### config.mk
export PLATFORM = sky130hd
export DESIGN_NAME = fss_flash_status
export DESIGN_NICKNAME = d
export VERILOG_FILES = /design/src/hdl/fss_pkg.sv /design/src/hdl/fss_flash_status.sv
export SDC_FILE = /design/constraint.sdc
export NUM_CORES = 1
export LEC_CHECK = 0
export ABC_AREA = 0
export BUFFER_PORTS_ARGS = -buffer_cell sky130_fd_sc_hd__buf_2
export CAP_MARGIN = 20
export CORE_UTILIZATION = 57
export DETAILED_ROUTE_END_ITERATION = 10
export PLACE_DENSITY = 0.78
export SYNTH_ARGS = -nofsm -noshare
export SYNTH_HDL_FRONTEND = slang
export SYNTH_SLANG_ARGS = --single-unit
### constraint.sdc
create_clock -name i_core_clk -period 26.8 [get_ports i_core_clk]
set_input_delay 5.36 -clock i_core_clk [delete_from_list [all_inputs] [get_ports i_core_clk]]
set_output_delay 5.36 -clock i_core_clk [all_outputs]
set_load 0.02 [all_outputs]
### src/hdl/fss_pkg.sv
// constants and types for the flash status and timing setup block
package fss_pkg;

  // ------------------------------------------------------------
  // clock and power timing
  // ------------------------------------------------------------
  localparam int CORE_MHZ = 125;
  localparam int STANDBY_US = 100;
  localparam int SLEEP_US = 1000;
  localparam int WAKE_NS = 2000;
  localparam int STANDBY_CYC = STANDBY_US * CORE_MHZ;
  localparam int SLEEP_CYC = SLEEP_US * CORE_MHZ;
  localparam int WAKE_CYC = (WAKE_NS * CORE_MHZ) / 1000;
  localparam int IDLE_W = 24;

  // ------------------------------------------------------------
  // command bytes and frame lengths
  // ------------------------------------------------------------
  localparam logic [7:0] CMD_RD = 8'h15;
  localparam logic [7:0] CMD_RD_AUTO = 8'h16;
  localparam logic [7:0] CMD_WR = 8'h17;
  localparam logic [7:0] CMD_WR_AUTO = 8'h18;
  localparam logic [7:0] CMD_ERASE = 8'h19;
  localparam logic [7:0] CMD_VALID = 8'h1a;
  localparam logic [7:0] CMD_REG_WR = 8'h1d;
  localparam logic [7:0] CMD_REG_RD = 8'h1e;
  localparam logic [7:0] CMD_CTRL = 8'h1f;
  localparam logic [7:0] CMD_STATUS = 8'h22;
  localparam logic [2:0] LEN_LONG = 3'h7;
  localparam logic [2:0] LEN_ADDR = 3'h5;
  localparam logic [2:0] LEN_AUTO = 3'h4;
  localparam logic [2:0] LEN_STATUS = 3'h3;
  localparam logic [5:0] RD_AT_LONG = 6'h20;
  localparam logic [5:0] RD_AT_SHORT = 6'h08;
  localparam logic [15:0] CTRL_CLEAR = 16'h0040;

  // ------------------------------------------------------------
  // quick status bit positions
  // ------------------------------------------------------------
  localparam int QS_FAIL = 0;
  localparam int QS_RD_ERR = 1;
  localparam int QS_INVALID = 2;
  localparam int QS_DEV_BUSY = 3;
  localparam int QS_ER_BUSY = 4;
  localparam int QS_WR_BUSY = 5;
  localparam int QS_FRAME = 6;

  // ------------------------------------------------------------
  // configuration registers
  // ------------------------------------------------------------
  localparam int NREG = 11;
  localparam logic [15:0] LOCK_ADDR = 16'hf004;
  localparam logic [15:0] UNLOCK_KEY = 16'h2bc0;
  localparam logic [15:0] LOCK_KEY = 16'h03c0;
  localparam logic [15:0] LOCK_RST = LOCK_KEY;
  localparam logic [15:0] TMG_OFS [NREG] = '{16'h8006, 16'h8008, 16'h8009, 16'h800d,
    16'h800e, 16'h8010, 16'h8014, 16'h8015, 16'h8016, 16'h8017, 16'h8018};
  localparam logic [15:0] TMG_RST [NREG] = '{16'h0764, 16'h307d, 16'h0d0d, 16'h0d0d,
    16'h01f4, 16'h0d0d, 16'h0032, 16'h83d6, 16'h186a, 16'h0d0d, 16'h0064};

  // ------------------------------------------------------------
  // types
  // ------------------------------------------------------------
  typedef enum logic [1:0] {
    PWR_ACTIVE = 2'b00,
    PWR_STANDBY = 2'b01,
    PWR_SLEEP = 2'b11,
    PWR_WAKE = 2'b10
  } fss_pwr_e;

  typedef enum logic [1:0] {
    OP_PROG = 2'b00,
    OP_ERASE = 2'b01,
    OP_VALID = 2'b10
  } fss_kind_e;

  typedef struct packed {
    fss_kind_e kind;
    logic [20:0] addr;
    logic [15:0] data;
  } fss_op_s;

endpackage : fss_pkg

### src/hdl/fss_flash_status.sv
// serial flash quick status, error flags, timing registers and power states
// ------------------------------------------------------------
// ------------------------------------------------------------
`timescale 1ns/1ns
`default_nettype none

module fss_flash_status #(
  parameter int STANDBY_CYC = fss_pkg::STANDBY_CYC,
  parameter int SLEEP_CYC = fss_pkg::SLEEP_CYC,
  parameter logic [3:0] REV_ID = 4'h5 // arbitrary value
) (
  // clock, reset, enable
  input wire logic i_core_clk,
  input wire logic i_rst,
  input wire logic i_ce,
  // serial pins
  input wire logic i_cs_n,
  input wire logic i_sck,
  input wire logic i_si,
  output logic o_so,
  output logic o_so_oe,
  // flash array side
  output logic o_rd_req,
  output logic o_op_req,
  output fss_pkg::fss_op_s o_op,
  input wire logic [15:0] i_rd_data,
  input wire logic i_op_done,
  input wire logic i_op_fail,
  // algorithm timing and power
  output logic [fss_pkg::NREG-1:0][15:0] o_timing,
  output fss_pkg::fss_pwr_e o_pwr_state,
  output logic o_unlocked
);

  // ------------------------------------------------------------
  // pin synchronisers and edges
  // ------------------------------------------------------------
  logic [1:0] cs_s_q, sck_s_q, si_s_q;
  logic cs_d_q, sck_d_q;
  logic cs_fall, cs_rise, sck_rise, sck_fall;

  always_ff @(posedge i_core_clk or posedge i_rst) begin
    if (i_rst) begin
      cs_s_q <= 2'b11;
      sck_s_q <= 2'b00;
      si_s_q <= 2'b00;
      cs_d_q <= 1'b1;
      sck_d_q <= 1'b0;
    end else if (i_ce) begin
      cs_s_q <= {cs_s_q[0], i_cs_n};
      sck_s_q <= {sck_s_q[0], i_sck};
      si_s_q <= {si_s_q[0], i_si};
      cs_d_q <= cs_s_q[1];
      sck_d_q <= sck_s_q[1];
    end
  end

  assign cs_fall = cs_d_q & ~cs_s_q[1];
  assign cs_rise = ~cs_d_q & cs_s_q[1];
  assign sck_rise = ~sck_d_q & sck_s_q[1] & ~cs_s_q[1];
  assign sck_fall = sck_d_q & ~sck_s_q[1] & ~cs_s_q[1];

  // ------------------------------------------------------------
  // frame decode helpers
  // ------------------------------------------------------------
  function automatic logic [2:0] cmd_len(input logic [7:0] c);
    case (c)
      fss_pkg::CMD_RD, fss_pkg::CMD_WR, fss_pkg::CMD_REG_WR,
      fss_pkg::CMD_REG_RD: cmd_len = fss_pkg::LEN_LONG;
      fss_pkg::CMD_RD_AUTO, fss_pkg::CMD_WR_AUTO,
      fss_pkg::CMD_CTRL: cmd_len = fss_pkg::LEN_AUTO;
      fss_pkg::CMD_ERASE, fss_pkg::CMD_VALID: cmd_len = fss_pkg::LEN_ADDR;
      fss_pkg::CMD_STATUS: cmd_len = fss_pkg::LEN_STATUS;
      default: cmd_len = 3'h0;
    endcase
  endfunction : cmd_len

  function automatic logic [5:0] rd_at(input logic [7:0] c);
    case (c)
      fss_pkg::CMD_RD, fss_pkg::CMD_REG_RD: rd_at = fss_pkg::RD_AT_LONG;
      fss_pkg::CMD_RD_AUTO, fss_pkg::CMD_STATUS: rd_at = fss_pkg::RD_AT_SHORT;
      default: rd_at = 6'h00;
    endcase
  endfunction : rd_at

  // ------------------------------------------------------------
  // receive shifter
  // ------------------------------------------------------------
  logic [5:0] bit_cnt_q;
  logic [6:0] rx_sh_q;
  logic [7:0] rx_q [7];
  logic rose_q;

  always_ff @(posedge i_core_clk or posedge i_rst) begin
    if (i_rst) begin
      bit_cnt_q <= 6'h00;
      rx_sh_q <= 7'h00;
      rose_q <= 1'b0;
      for (int i = 0; i < 7; i++) begin
        rx_q[i] <= 8'h00;
      end
    end else if (i_ce) begin
      rose_q <= sck_rise;
      if (cs_fall) begin
        bit_cnt_q <= 6'h00;
        rx_q[0] <= 8'h00;
      end else if (sck_rise) begin
        rx_sh_q <= {rx_sh_q[5:0], si_s_q[1]};
        if (bit_cnt_q != 6'h3f) begin
          bit_cnt_q <= bit_cnt_q + 6'h01;
        end
        if (bit_cnt_q[2:0] == 3'h7 && bit_cnt_q[5:3] != 3'h7) begin
          rx_q[bit_cnt_q[5:3]] <= {rx_sh_q, si_s_q[1]};
        end
      end
    end
  end

  logic [7:0] cmd;
  logic [2:0] len;
  logic complete, exec, rd_go;
  logic [20:0] word_addr;
  logic [15:0] reg_addr, data_full, data_auto;

  assign cmd = rx_q[0];
  assign len = cmd_len(cmd);
  assign complete = (len != 3'h0) && (bit_cnt_q[5:3] >= len);
  assign exec = cs_rise & complete;
  assign rd_go = rose_q && (rd_at(cmd) != 6'h00) && (bit_cnt_q == rd_at(cmd));
  assign word_addr = {rx_q[1][4:0], rx_q[2], rx_q[3]};
  assign reg_addr = {rx_q[2], rx_q[3]};
  assign data_full = {rx_q[4], rx_q[5]};
  assign data_auto = {rx_q[1], rx_q[2]};

  // ------------------------------------------------------------
  // timing registers and lock
  // ------------------------------------------------------------
  logic [15:0] lock_q;
  logic reg_wr;
  logic [15:0] reg_rd_val;

  assign reg_wr = exec && cmd == fss_pkg::CMD_REG_WR;

  always_ff @(posedge i_core_clk or posedge i_rst) begin
    if (i_rst) begin
      lock_q <= fss_pkg::LOCK_RST;
      o_unlocked <= 1'b0;
    end else if (i_ce) begin
      if (reg_wr && reg_addr == fss_pkg::LOCK_ADDR) begin
        lock_q <= data_full;
        o_unlocked <= (data_full == fss_pkg::UNLOCK_KEY);
      end
    end
  end

  for (genvar g = 0; g < fss_pkg::NREG; g++) begin : g_tmg
    always_ff @(posedge i_core_clk or posedge i_rst) begin
      if (i_rst) begin
        o_timing[g] <= fss_pkg::TMG_RST[g];
      end else if (i_ce) begin
        if (reg_wr && o_unlocked && reg_addr == fss_pkg::TMG_OFS[g]) begin
          o_timing[g] <= data_full;
        end
      end
    end
  end

  always_comb begin
    reg_rd_val = (reg_addr == fss_pkg::LOCK_ADDR) ? lock_q : 16'h0000;
    for (int i = 0; i < fss_pkg::NREG; i++) begin
      if (reg_addr == fss_pkg::TMG_OFS[i]) begin
        reg_rd_val = o_timing[i];
      end
    end
  end

  // ------------------------------------------------------------
  // power states
  // ------------------------------------------------------------
  logic [fss_pkg::IDLE_W-1:0] idle_q;
  logic busy_q, pend_q, chk_q;
  logic active;

  assign active = (o_pwr_state == fss_pkg::PWR_ACTIVE);

  always_ff @(posedge i_core_clk or posedge i_rst) begin
    if (i_rst) begin
      o_pwr_state <= fss_pkg::PWR_ACTIVE;
      idle_q <= '0;
    end else if (i_ce) begin
      if (!cs_s_q[1] || busy_q || pend_q || chk_q) begin
        idle_q <= '0;
      end else if (o_pwr_state != fss_pkg::PWR_WAKE && idle_q != '1) begin
        idle_q <= idle_q + 1'b1;
      end
      unique case (o_pwr_state)
        fss_pkg::PWR_ACTIVE: begin
          if (idle_q == fss_pkg::IDLE_W'(STANDBY_CYC)) begin
            o_pwr_state <= fss_pkg::PWR_STANDBY;
          end
        end
        fss_pkg::PWR_STANDBY: begin
          if (cs_fall) begin
            o_pwr_state <= fss_pkg::PWR_WAKE;
          end else if (idle_q == fss_pkg::IDLE_W'(SLEEP_CYC)) begin
            o_pwr_state <= fss_pkg::PWR_SLEEP;
          end
        end
        fss_pkg::PWR_SLEEP: begin
          if (cs_fall) begin
            o_pwr_state <= fss_pkg::PWR_WAKE;
            idle_q <= '0;
          end
        end
        fss_pkg::PWR_WAKE: begin
          idle_q <= idle_q + 1'b1;
          if (idle_q == fss_pkg::IDLE_W'(fss_pkg::WAKE_CYC)) begin
            o_pwr_state <= fss_pkg::PWR_ACTIVE;
            idle_q <= '0;
          end
        end
      endcase
    end
  end

  // ------------------------------------------------------------
  // array access and operation queue
  // ------------------------------------------------------------
  fss_pkg::fss_op_s pend_op_q;
  logic rd_cap_q, rd_err_pend_q;
  logic [15:0] rd_word_q;
  logic [20:0] addr_q;
  logic inv_hit, fail_hit;

  assign inv_hit = rd_cap_q & chk_q & (|(o_op.data & ~i_rd_data));
  assign fail_hit = i_op_done & i_op_fail & busy_q;

  always_ff @(posedge i_core_clk or posedge i_rst) begin
    if (i_rst) begin
      o_rd_req <= 1'b0;
      o_op_req <= 1'b0;
      o_op <= '0;
      pend_op_q <= '0;
      pend_q <= 1'b0;
      chk_q <= 1'b0;
      busy_q <= 1'b0;
      rd_cap_q <= 1'b0;
      rd_err_pend_q <= 1'b0;
      rd_word_q <= 16'h0000;
      addr_q <= 21'h000000;
    end else if (i_ce) begin
      o_rd_req <= 1'b0;
      o_op_req <= 1'b0;
      rd_cap_q <= o_rd_req;
      if (cs_rise) begin
        rd_err_pend_q <= 1'b0;
      end
      if (rd_go) begin
        if (cmd == fss_pkg::CMD_STATUS) begin
          rd_word_q <= {4'h0, REV_ID, 2'b00, o_pwr_state == fss_pkg::PWR_WAKE | pend_q,
                        busy_q & (o_op.kind != fss_pkg::OP_PROG), 2'b00, active, 1'b0};
        end else if (cmd == fss_pkg::CMD_REG_RD) begin
          rd_word_q <= reg_rd_val;
        end else begin
          o_op.addr <= (cmd == fss_pkg::CMD_RD) ? word_addr : addr_q + 21'h000001;
          addr_q <= (cmd == fss_pkg::CMD_RD) ? word_addr : addr_q + 21'h000001;
          if (active) begin
            o_rd_req <= 1'b1;
          end else begin
            rd_word_q <= 16'h0000;
            rd_err_pend_q <= 1'b1;
          end
        end
      end else if (rd_cap_q) begin
        if (chk_q) begin
          chk_q <= 1'b0;
          if (!inv_hit) begin
            o_op_req <= 1'b1;
            busy_q <= 1'b1;
          end
        end else begin
          rd_word_q <= i_rd_data;
        end
      end else if (pend_q && active && cs_s_q[1] && !busy_q && !chk_q) begin
        pend_q <= 1'b0;
        o_op <= pend_op_q;
        if (pend_op_q.kind == fss_pkg::OP_PROG) begin
          o_rd_req <= 1'b1;
          chk_q <= 1'b1;
        end else begin
          o_op_req <= 1'b1;
          busy_q <= 1'b1;
        end
      end
      if (i_op_done) begin
        busy_q <= 1'b0;
      end
      if (exec) begin
        unique case (cmd)
          fss_pkg::CMD_WR: begin
            pend_q <= 1'b1;
            pend_op_q <= '{fss_pkg::OP_PROG, word_addr, data_full};
            addr_q <= word_addr;
          end
          fss_pkg::CMD_WR_AUTO: begin
            pend_q <= 1'b1;
            pend_op_q <= '{fss_pkg::OP_PROG, addr_q + 21'h000001, data_auto};
            addr_q <= addr_q + 21'h000001;
          end
          fss_pkg::CMD_ERASE: begin
            pend_q <= 1'b1;
            pend_op_q <= '{fss_pkg::OP_ERASE, word_addr, 16'h0000};
          end
          fss_pkg::CMD_VALID: begin
            pend_q <= 1'b1;
            pend_op_q <= '{fss_pkg::OP_VALID, word_addr, 16'h0000};
          end
          default: begin
          end
        endcase
      end
    end
  end

  // ------------------------------------------------------------
  // sticky error flags
  // ------------------------------------------------------------
  logic err_fail_q, err_inv_q, clr;

  assign clr = exec && cmd == fss_pkg::CMD_CTRL && data_auto == fss_pkg::CTRL_CLEAR;

  always_ff @(posedge i_core_clk or posedge i_rst) begin
    if (i_rst) begin
      err_fail_q <= 1'b0;
      err_inv_q <= 1'b0;
    end else if (i_ce) begin
      err_fail_q <= (err_fail_q & ~clr) | fail_hit;
      err_inv_q <= (err_inv_q & ~clr) | inv_hit;
    end
  end

  // ------------------------------------------------------------
  // quick status latched at frame end
  // ------------------------------------------------------------
  logic [7:0] qs_q;
  logic wr_pending, er_pending;

  assign wr_pending = (pend_q & pend_op_q.kind == fss_pkg::OP_PROG) | chk_q |
                      (busy_q & o_op.kind == fss_pkg::OP_PROG);
  assign er_pending = (pend_q & pend_op_q.kind != fss_pkg::OP_PROG) |
                      (busy_q & o_op.kind != fss_pkg::OP_PROG);

  always_ff @(posedge i_core_clk or posedge i_rst) begin
    if (i_rst) begin
      qs_q <= 8'h00;
    end else if (i_ce && cs_rise) begin
      qs_q <= 8'h00;
      qs_q[fss_pkg::QS_FAIL] <= err_fail_q;
      qs_q[fss_pkg::QS_INVALID] <= err_inv_q;
      qs_q[fss_pkg::QS_RD_ERR] <= rd_err_pend_q;
      qs_q[fss_pkg::QS_FRAME] <= (len != 3'h0) && !complete;
      qs_q[fss_pkg::QS_DEV_BUSY] <= exec & (cmd == fss_pkg::CMD_WR |
        cmd == fss_pkg::CMD_WR_AUTO | cmd == fss_pkg::CMD_ERASE |
        cmd == fss_pkg::CMD_VALID) | busy_q | pend_q | chk_q;
      qs_q[fss_pkg::QS_WR_BUSY] <= wr_pending;
      qs_q[fss_pkg::QS_ER_BUSY] <= er_pending;
    end
  end

  // ------------------------------------------------------------
  // serial output
  // ------------------------------------------------------------
  logic [6:0] so_sh_q;
  logic [5:0] out_at;
  logic [7:0] next_byte;

  assign out_at = {len - 3'h2, 3'b000};

  always_comb begin
    next_byte = 8'h00;
    if (rd_at(cmd) != 6'h00 && bit_cnt_q == out_at) begin
      next_byte = rd_word_q[15:8];
    end else if (rd_at(cmd) != 6'h00 && bit_cnt_q == out_at + 6'h08) begin
      next_byte = rd_word_q[7:0];
    end
  end

  always_ff @(posedge i_core_clk or posedge i_rst) begin
    if (i_rst) begin
      o_so <= 1'b0;
      o_so_oe <= 1'b0;
      so_sh_q <= 7'h00;
    end else if (i_ce) begin
      o_so_oe <= ~cs_s_q[1];
      if (cs_fall) begin
        o_so <= qs_q[7];
        so_sh_q <= qs_q[6:0];
      end else if (sck_fall && bit_cnt_q != 6'h00) begin
        if (bit_cnt_q[2:0] == 3'h0) begin
          o_so <= next_byte[7];
          so_sh_q <= next_byte[6:0];
        end else begin
          o_so <= so_sh_q[6];
          so_sh_q <= {so_sh_q[5:0], 1'b0};
        end
      end
    end
  end

endmodule : fss_flash_status

`default_nettype wire

After elaboration in Yosys (flattened, before gate mapping)

Cells that the tools add are included.

$add $sub $neg: 5
Bitwise gates (word level): 41
Reduce and logical (&&, ||, !) cells: 89
Order comparisons: 3
Equality and inequality tests: 51
Multiplexer cells: 94

Operator list:

| operator                                                           | count |
|---|---|
| 16-bit 2-to-1 mux                                                  | 18 |
| 16-bit == test (second input constant)                             | 12 |
| 21-bit 2-to-1 mux                                                  | 8 |
| 39-bit case mux with 4 select lines                                | 1 |
| 56-bit 2-to-1 mux                                                  | 2 |
| 24-bit 2-to-1 mux                                                  | 4 |
| 37-bit 2-to-1 mux                                                  | 2 |
| 8-bit by 5-bit == test with 1-bit output (second input constant)   | 9 |
| 56-bit bitwise mux                                                 | 1 |
| 24-bit case mux with 2 select lines                                | 1 |
| 21-bit case mux with 2 select lines                                | 1 |
| 1-bit 2-to-1 mux                                                   | 36 |
| 8-bit 2-to-1 mux                                                   | 4 |
| 1-bit logical AND                                                  | 31 |
| 2-bit AND reduction                                                | 13 |
| 24-bit by 1-bit adder with 24-bit output (second input constant)   | 1 |
| 8-bit demux with 3-bit select                                      | 1 |
| 24-bit by 14-bit == test with 1-bit output (second input constant) | 1 |
| 24-bit by 17-bit == test with 1-bit output (second input constant) | 1 |
| 24-bit by 8-bit == test with 1-bit output (second input constant)  | 1 |
| 6-bit 2-to-1 mux                                                   | 4 |
| 24-bit != test (second input constant)                             | 1 |
| 21-bit by 1-bit adder with 21-bit output (second input constant)   | 1 |
| 7-bit 2-to-1 mux                                                   | 3 |
| 44 further kinds                                                   | 126 |

Logic and storage cells: 334
Output and inout port bits: 222
Flip-flop bits (word level): 437

Depth between registers and ports, before layout

Depth in word-level cells: 16
Depth in mapped cells: 16

Worst setup path before layout

No wires, ideal clock.

Path kind: in2reg
Start: input i_ce
End: register lock_q[0]
Buffers on the path: 4
Data arrival time: 7.570 ns
Stages: 9
Path slack: 19.103 ns
Setup time: 0.127 ns
Data required time: 26.673 ns
Path through: clkbuf_1 > inv_2 > or3_1 > clkbuf_1 > a211o_1 > or4_1 > buf_2 > buf_6 > mux2_1

Longest elaborated chain between the ends: 1

Ends and longest elaborated chain:

| what                          | RTL line                | source |
|---|---|---|
| start: declaration            | fss_flash_status.sv:15  | `input wire logic i_ce,` |
| 2-bit AND reduction (no line) | n/a                     |  |
| end signal: assignment        | fss_flash_status.sv:146 | `lock_q <= fss_pkg::LOCK_RST;` |
| end signal: assignment        | fss_flash_status.sv:150 | `lock_q <= data_full;` |
| end: declaration              | fss_flash_status.sv:138 | `logic [15:0] lock_q;` |

No other way between the ends.
A chain may end at the register's enable or synchronous reset.

Worst setup path in the final report

Start: input i_ce
End: register o_timing[67] (netlist name)

Longest elaborated chain between the ends: 1

Ends and longest elaborated chain:

| what                           | RTL line                | source |
|---|---|---|
| 2-bit AND reduction (no line)  | n/a                     |  |
| end signal: indexed assignment | fss_flash_status.sv:159 | `o_timing[g] <= fss_pkg::TMG_RST[g];` |
| end signal: indexed assignment | fss_flash_status.sv:162 | `o_timing[g] <= data_full;` |
| end: declaration               | fss_flash_status.sv:30  | `output logic [fss_pkg::NREG-1:0][15:0] o_timing,` |

No other way between the ends.

==> impl_metrics.ini <==
[sta]
setup-violations-final = 0
maxClockFrequency_ghz = 0.110
fin_skew_ps = 38.1
min_tclk_post_route_ps = 9070
post-route-period-util_pct = 33.9
timing.setup.tns_ps = 0
timing.final.hold_violations = 0
slew_viol_final = 0
setup_repair_after_global_routing_missed_its_margin = no
normalized_max_slew_margin_pct = 25.5
measured_slew_at_the_worst_slew_check_pin_ps = 1110

[power]
power.static_leakage_nw = 11.5
powerDensity_nw_per_um2 = 66.6
vdd.ir_drop.worst_v = 0.0000492
total_power_mw = 1.67

[global_routing]
met1_usage_pct = 47.7
global_route_wire_length_before_repair_um = 106000
global_route.usage.met3_pct = 8.62
globalRouteMet2Util_pct = 55.1
first_global_vias = 17600
track_usage_pct = 35.8
grt_start_max_net_pins = 127
grt_antenna_before_repair = 2
global_route.peak_usage_layer = met2
grt-ovfl-total = 0

[finish]
layout.cells.most_common_list = 358 x sky130_fd_sc_hd__dfrtp_1, 246 x sky130_fd_sc_hd__mux2_2, 245 x sky130_fd_sc_hd__buf_2, 139 x sky130_fd_sc_hd__nand2_1, 135 x sky130_fd_sc_hd__nor2_1
layout.area.seq_um2 = 10800
multiInputGateArea_um2 = 10200
final_design_area_no_fill_um2 = 25100
antennaDiodeCount = 0
finalNetCount = 2235
fill_cells = 2864
post_route_cells_drive_above_1_share_pct = 32.9
final_core_utilization_pct = 66.7
layout-area-overhead-vs-synth_pct = 15.4
most_common_cell_after_layout_fill_and_taps_aside = sky130_fd_sc_hd__dfrtp_1

[route]
post_drt_via_cell_ratio = 6.74
drt_iter0_markers = 2188
vias = 18500
route.detailed.wl_per_inst_um = 25.4
ant_nets = 0
post-route-drc-count = 0
drt_pre_antenna_iters = 6
finalWirelength_um = 69800

[synth]
synth_area_um2 = 21700
synth_warn = 0
netlist_instances = 2014
synth_enable_flop_cells = 0
post_synthesis_register_bit_count = 429
postSynthNetCount = 2050
synth.avg_cell_area_um2 = 10.8
yosys_most_used_dff = sky130_fd_sc_hd__dfrtp_1
yosys.cell_types.count = 87
ys_seq_area_share_pct = 49.8
ys_async_sr_fraction_pct = 100

[setup_path]
worst_reg_to_reg_setup_slack_ps = 21530
worst_r2r_endpoint = o_timing[67]
crit_path_end_kind = register
startpoint_type = primary input
ff_to_ff_start = cmd[3]
worstSetupPathType = in2reg
r2r.worst_path.cells = 13
critPathMaxFanout = 72
data_arrival_time_of_the_worst_path_ps = 9560
worst_ep_required_ps = 27290

[worst_hold_path]
timing.hold.worst_path_depth = 2
hold_path_end = pend_op_q[23]
worst_hold_path_type = reg2reg
worstHoldStart = pend_op_q[23]

[place]
post_dp_cell_area_um2 = 23300
numPortBuffers = 245
detailed_place_hpwl_um = 48300
gp_routability_congestion = 0.980

[floorplanning]
design.portCount = 246
dieHeight_um = 197
core_um2 = 37600
start_util_pct = 57.8
fp.dieArea_um2 = 38900
row_cnt = 71
die_w_um = 197

[clock_network]
clock-root-buffer = sky130_fd_sc_hd__clkbuf_16
tritoncts = done
maximum_buffer_depth_of_the_clock_tree = 3
total_clock_buffers_created_by_cts = 46
cts_num_sinks = 429
postCtsResizedCells = 0
cts.repair_timing.setup_buffer_count = 0
clkLatencyLatePin_ps = 620
clk_transition_reported_paths_ps = 60
cts.htree.levels = 2
cts_hold_buf = 0

[flow_run]
drv_cap = 0

[status]
outcome = finished, final reports clean
[power by group]
group	internal (mW)	leakage (nW)	switching [mW]
clock network	0.432	0.840	0.282
registers	0.701	5.55	0.0522
logic	0.0721	5.11	0.130
total	1.21	11.5	0.464
[cell families after synthesis]
kind of cell,share of synthesized area [%]
flops,49.8
mux,15.6
xor+xnor,0.968
buf+inv,3.17
compound gates,17.0
simple gates,12.7
fa+ha+maj,0.691
[metrics by stage]
stage	hold WS (ps)	instances	setup slack, ps
after floorplan	440	2014	9610
after global placement	459	2660	17350
after detailed placement	462	2661	17280
after CTS	476	2746	17850
after global routing	486	2747	17560
final	472	2747	17730
[layout make-up]
| type | instances | share of cell area (%) |
|---|---|---|
| clock inverters | 16 | 1.32 |
| repair buffers | 277 | 5.95 |
| well taps | 511 | 2.55 |
| clock buffers | 69 | 5.58 |
| inverters | 34 | 0.539 |
| multi-input cells | 1411 | 40.9 |
| flip-flops and latches | 429 | 43.2 |
[worst max-delay path by stage]
stage,from,to,slack [ps],cells after the start
floorplan,i_rst,addr_q[0],9610,1
global route,i_ce,o_timing[67],17560,8
global placement,i_ce,o_timing[75],17350,8
CTS,i_ce,o_timing[67],17850,8
finish,i_ce,o_timing[67],17730,8
detailed placement,i_ce,o_timing[76],17280,8
[cell usage after synthesis, types with 6 or more instances]
master / number / area share (%)
sky130_fd_sc_hd__o21ai_0: 121 / 2.8
sky130_fd_sc_hd__o211ai_1: 17 / 0.59
sky130_fd_sc_hd__nor2b_1: 12 / 0.35
sky130_fd_sc_hd__o22ai_1: 15 / 0.43
sky130_fd_sc_hd__nand4_1: 15 / 0.43
sky130_fd_sc_hd__buf_1: 13 / 0.22
sky130_fd_sc_hd__nand2_1: 140 / 2.4
sky130_fd_sc_hd__a221oi_1: 27 / 1.1
sky130_fd_sc_hd__nor4b_1: 7 / 0.28
sky130_fd_sc_hd__o221a_2: 14 / 0.73
sky130_fd_sc_hd__and3_1: 14 / 0.40
sky130_fd_sc_hd__o221ai_1: 19 / 0.77
sky130_fd_sc_hd__nand2b_1: 21 / 0.60
sky130_fd_sc_hd__mux2i_1: 37 / 1.7
sky130_fd_sc_hd__nand3_1: 60 / 1.4
sky130_fd_sc_hd__dfstp_2: 71 / 8.6
sky130_fd_sc_hd__dfrtp_1: 358 / 41
sky130_fd_sc_hd__a21oi_1: 111 / 2.6
sky130_fd_sc_hd__mux2_2: 246 / 13
sky130_fd_sc_hd__o22a_1: 13 / 0.52
sky130_fd_sc_hd__o31ai_1: 9 / 0.31
sky130_fd_sc_hd__a221o_1: 14 / 0.65
sky130_fd_sc_hd__clkbuf_1: 115 / 2.0
sky130_fd_sc_hd__buf_2: 8 / 0.18
sky130_fd_sc_hd__a22o_1: 23 / 0.93
sky130_fd_sc_hd__ha_1: 12 / 0.69
sky130_fd_sc_hd__nor2_1: 135 / 2.3
sky130_fd_sc_hd__nand3b_1: 6 / 0.21
sky130_fd_sc_hd__nor3_1: 26 / 0.60
sky130_fd_sc_hd__a22oi_1: 52 / 1.8
sky130_fd_sc_hd__or3_1: 8 / 0.23
sky130_fd_sc_hd__or4_1: 9 / 0.31
sky130_fd_sc_hd__a211oi_1: 7 / 0.24
sky130_fd_sc_hd__nor4_1: 24 / 0.69
sky130_fd_sc_hd__mux2_1: 22 / 1.1
sky130_fd_sc_hd__a31oi_1: 13 / 0.37
sky130_fd_sc_hd__xor2_1: 8 / 0.32
sky130_fd_sc_hd__inv_1: 32 / 0.55
sky130_fd_sc_hd__xnor2_1: 16 / 0.65
sky130_fd_sc_hd__nand2_2: 10 / 0.29
sky130_fd_sc_hd__o21ai_1: 7 / 0.16
sky130_fd_sc_hd__a21o_1: 17 / 0.59
[routing by layer]
metal	wire length, um	up-vias
li1	-	7908
met1	27000	9192
met2	31700	1165
met3	7620	238
met4	3410	2
met5	10	-
[sequential cells by signal (all words and copies together), names as in the netlist, 6 cells and up]
| signal | flops |
|---|---|
| idle_q | 24 |
| o_timing | 176 |
| reg_addr | 8 |
| cmd | 8 |
| lock_q | 16 |
| o_op | 39 |
| pend_op_q | 39 |
| qs_q | 7 |
| rd_word_q | 16 |
| data_full | 16 |
| addr_q | 21 |
| data_auto | 16 |
| rx_sh_q | 7 |
| bit_cnt_q | 6 |
| so_sh_q | 7 |
[critical path, stage by stage]
cell                      delay [ps]
sky130_fd_sc_hd__buf_2            80
sky130_fd_sc_hd__buf_4           580
sky130_fd_sc_hd__inv_2           320
sky130_fd_sc_hd__or3_1           650
sky130_fd_sc_hd__a211o_1         540
sky130_fd_sc_hd__nor3_2          940
sky130_fd_sc_hd__nand2_2         590
sky130_fd_sc_hd__mux2_2          460
Note: power is estimated with default switching activity, not from simulation.
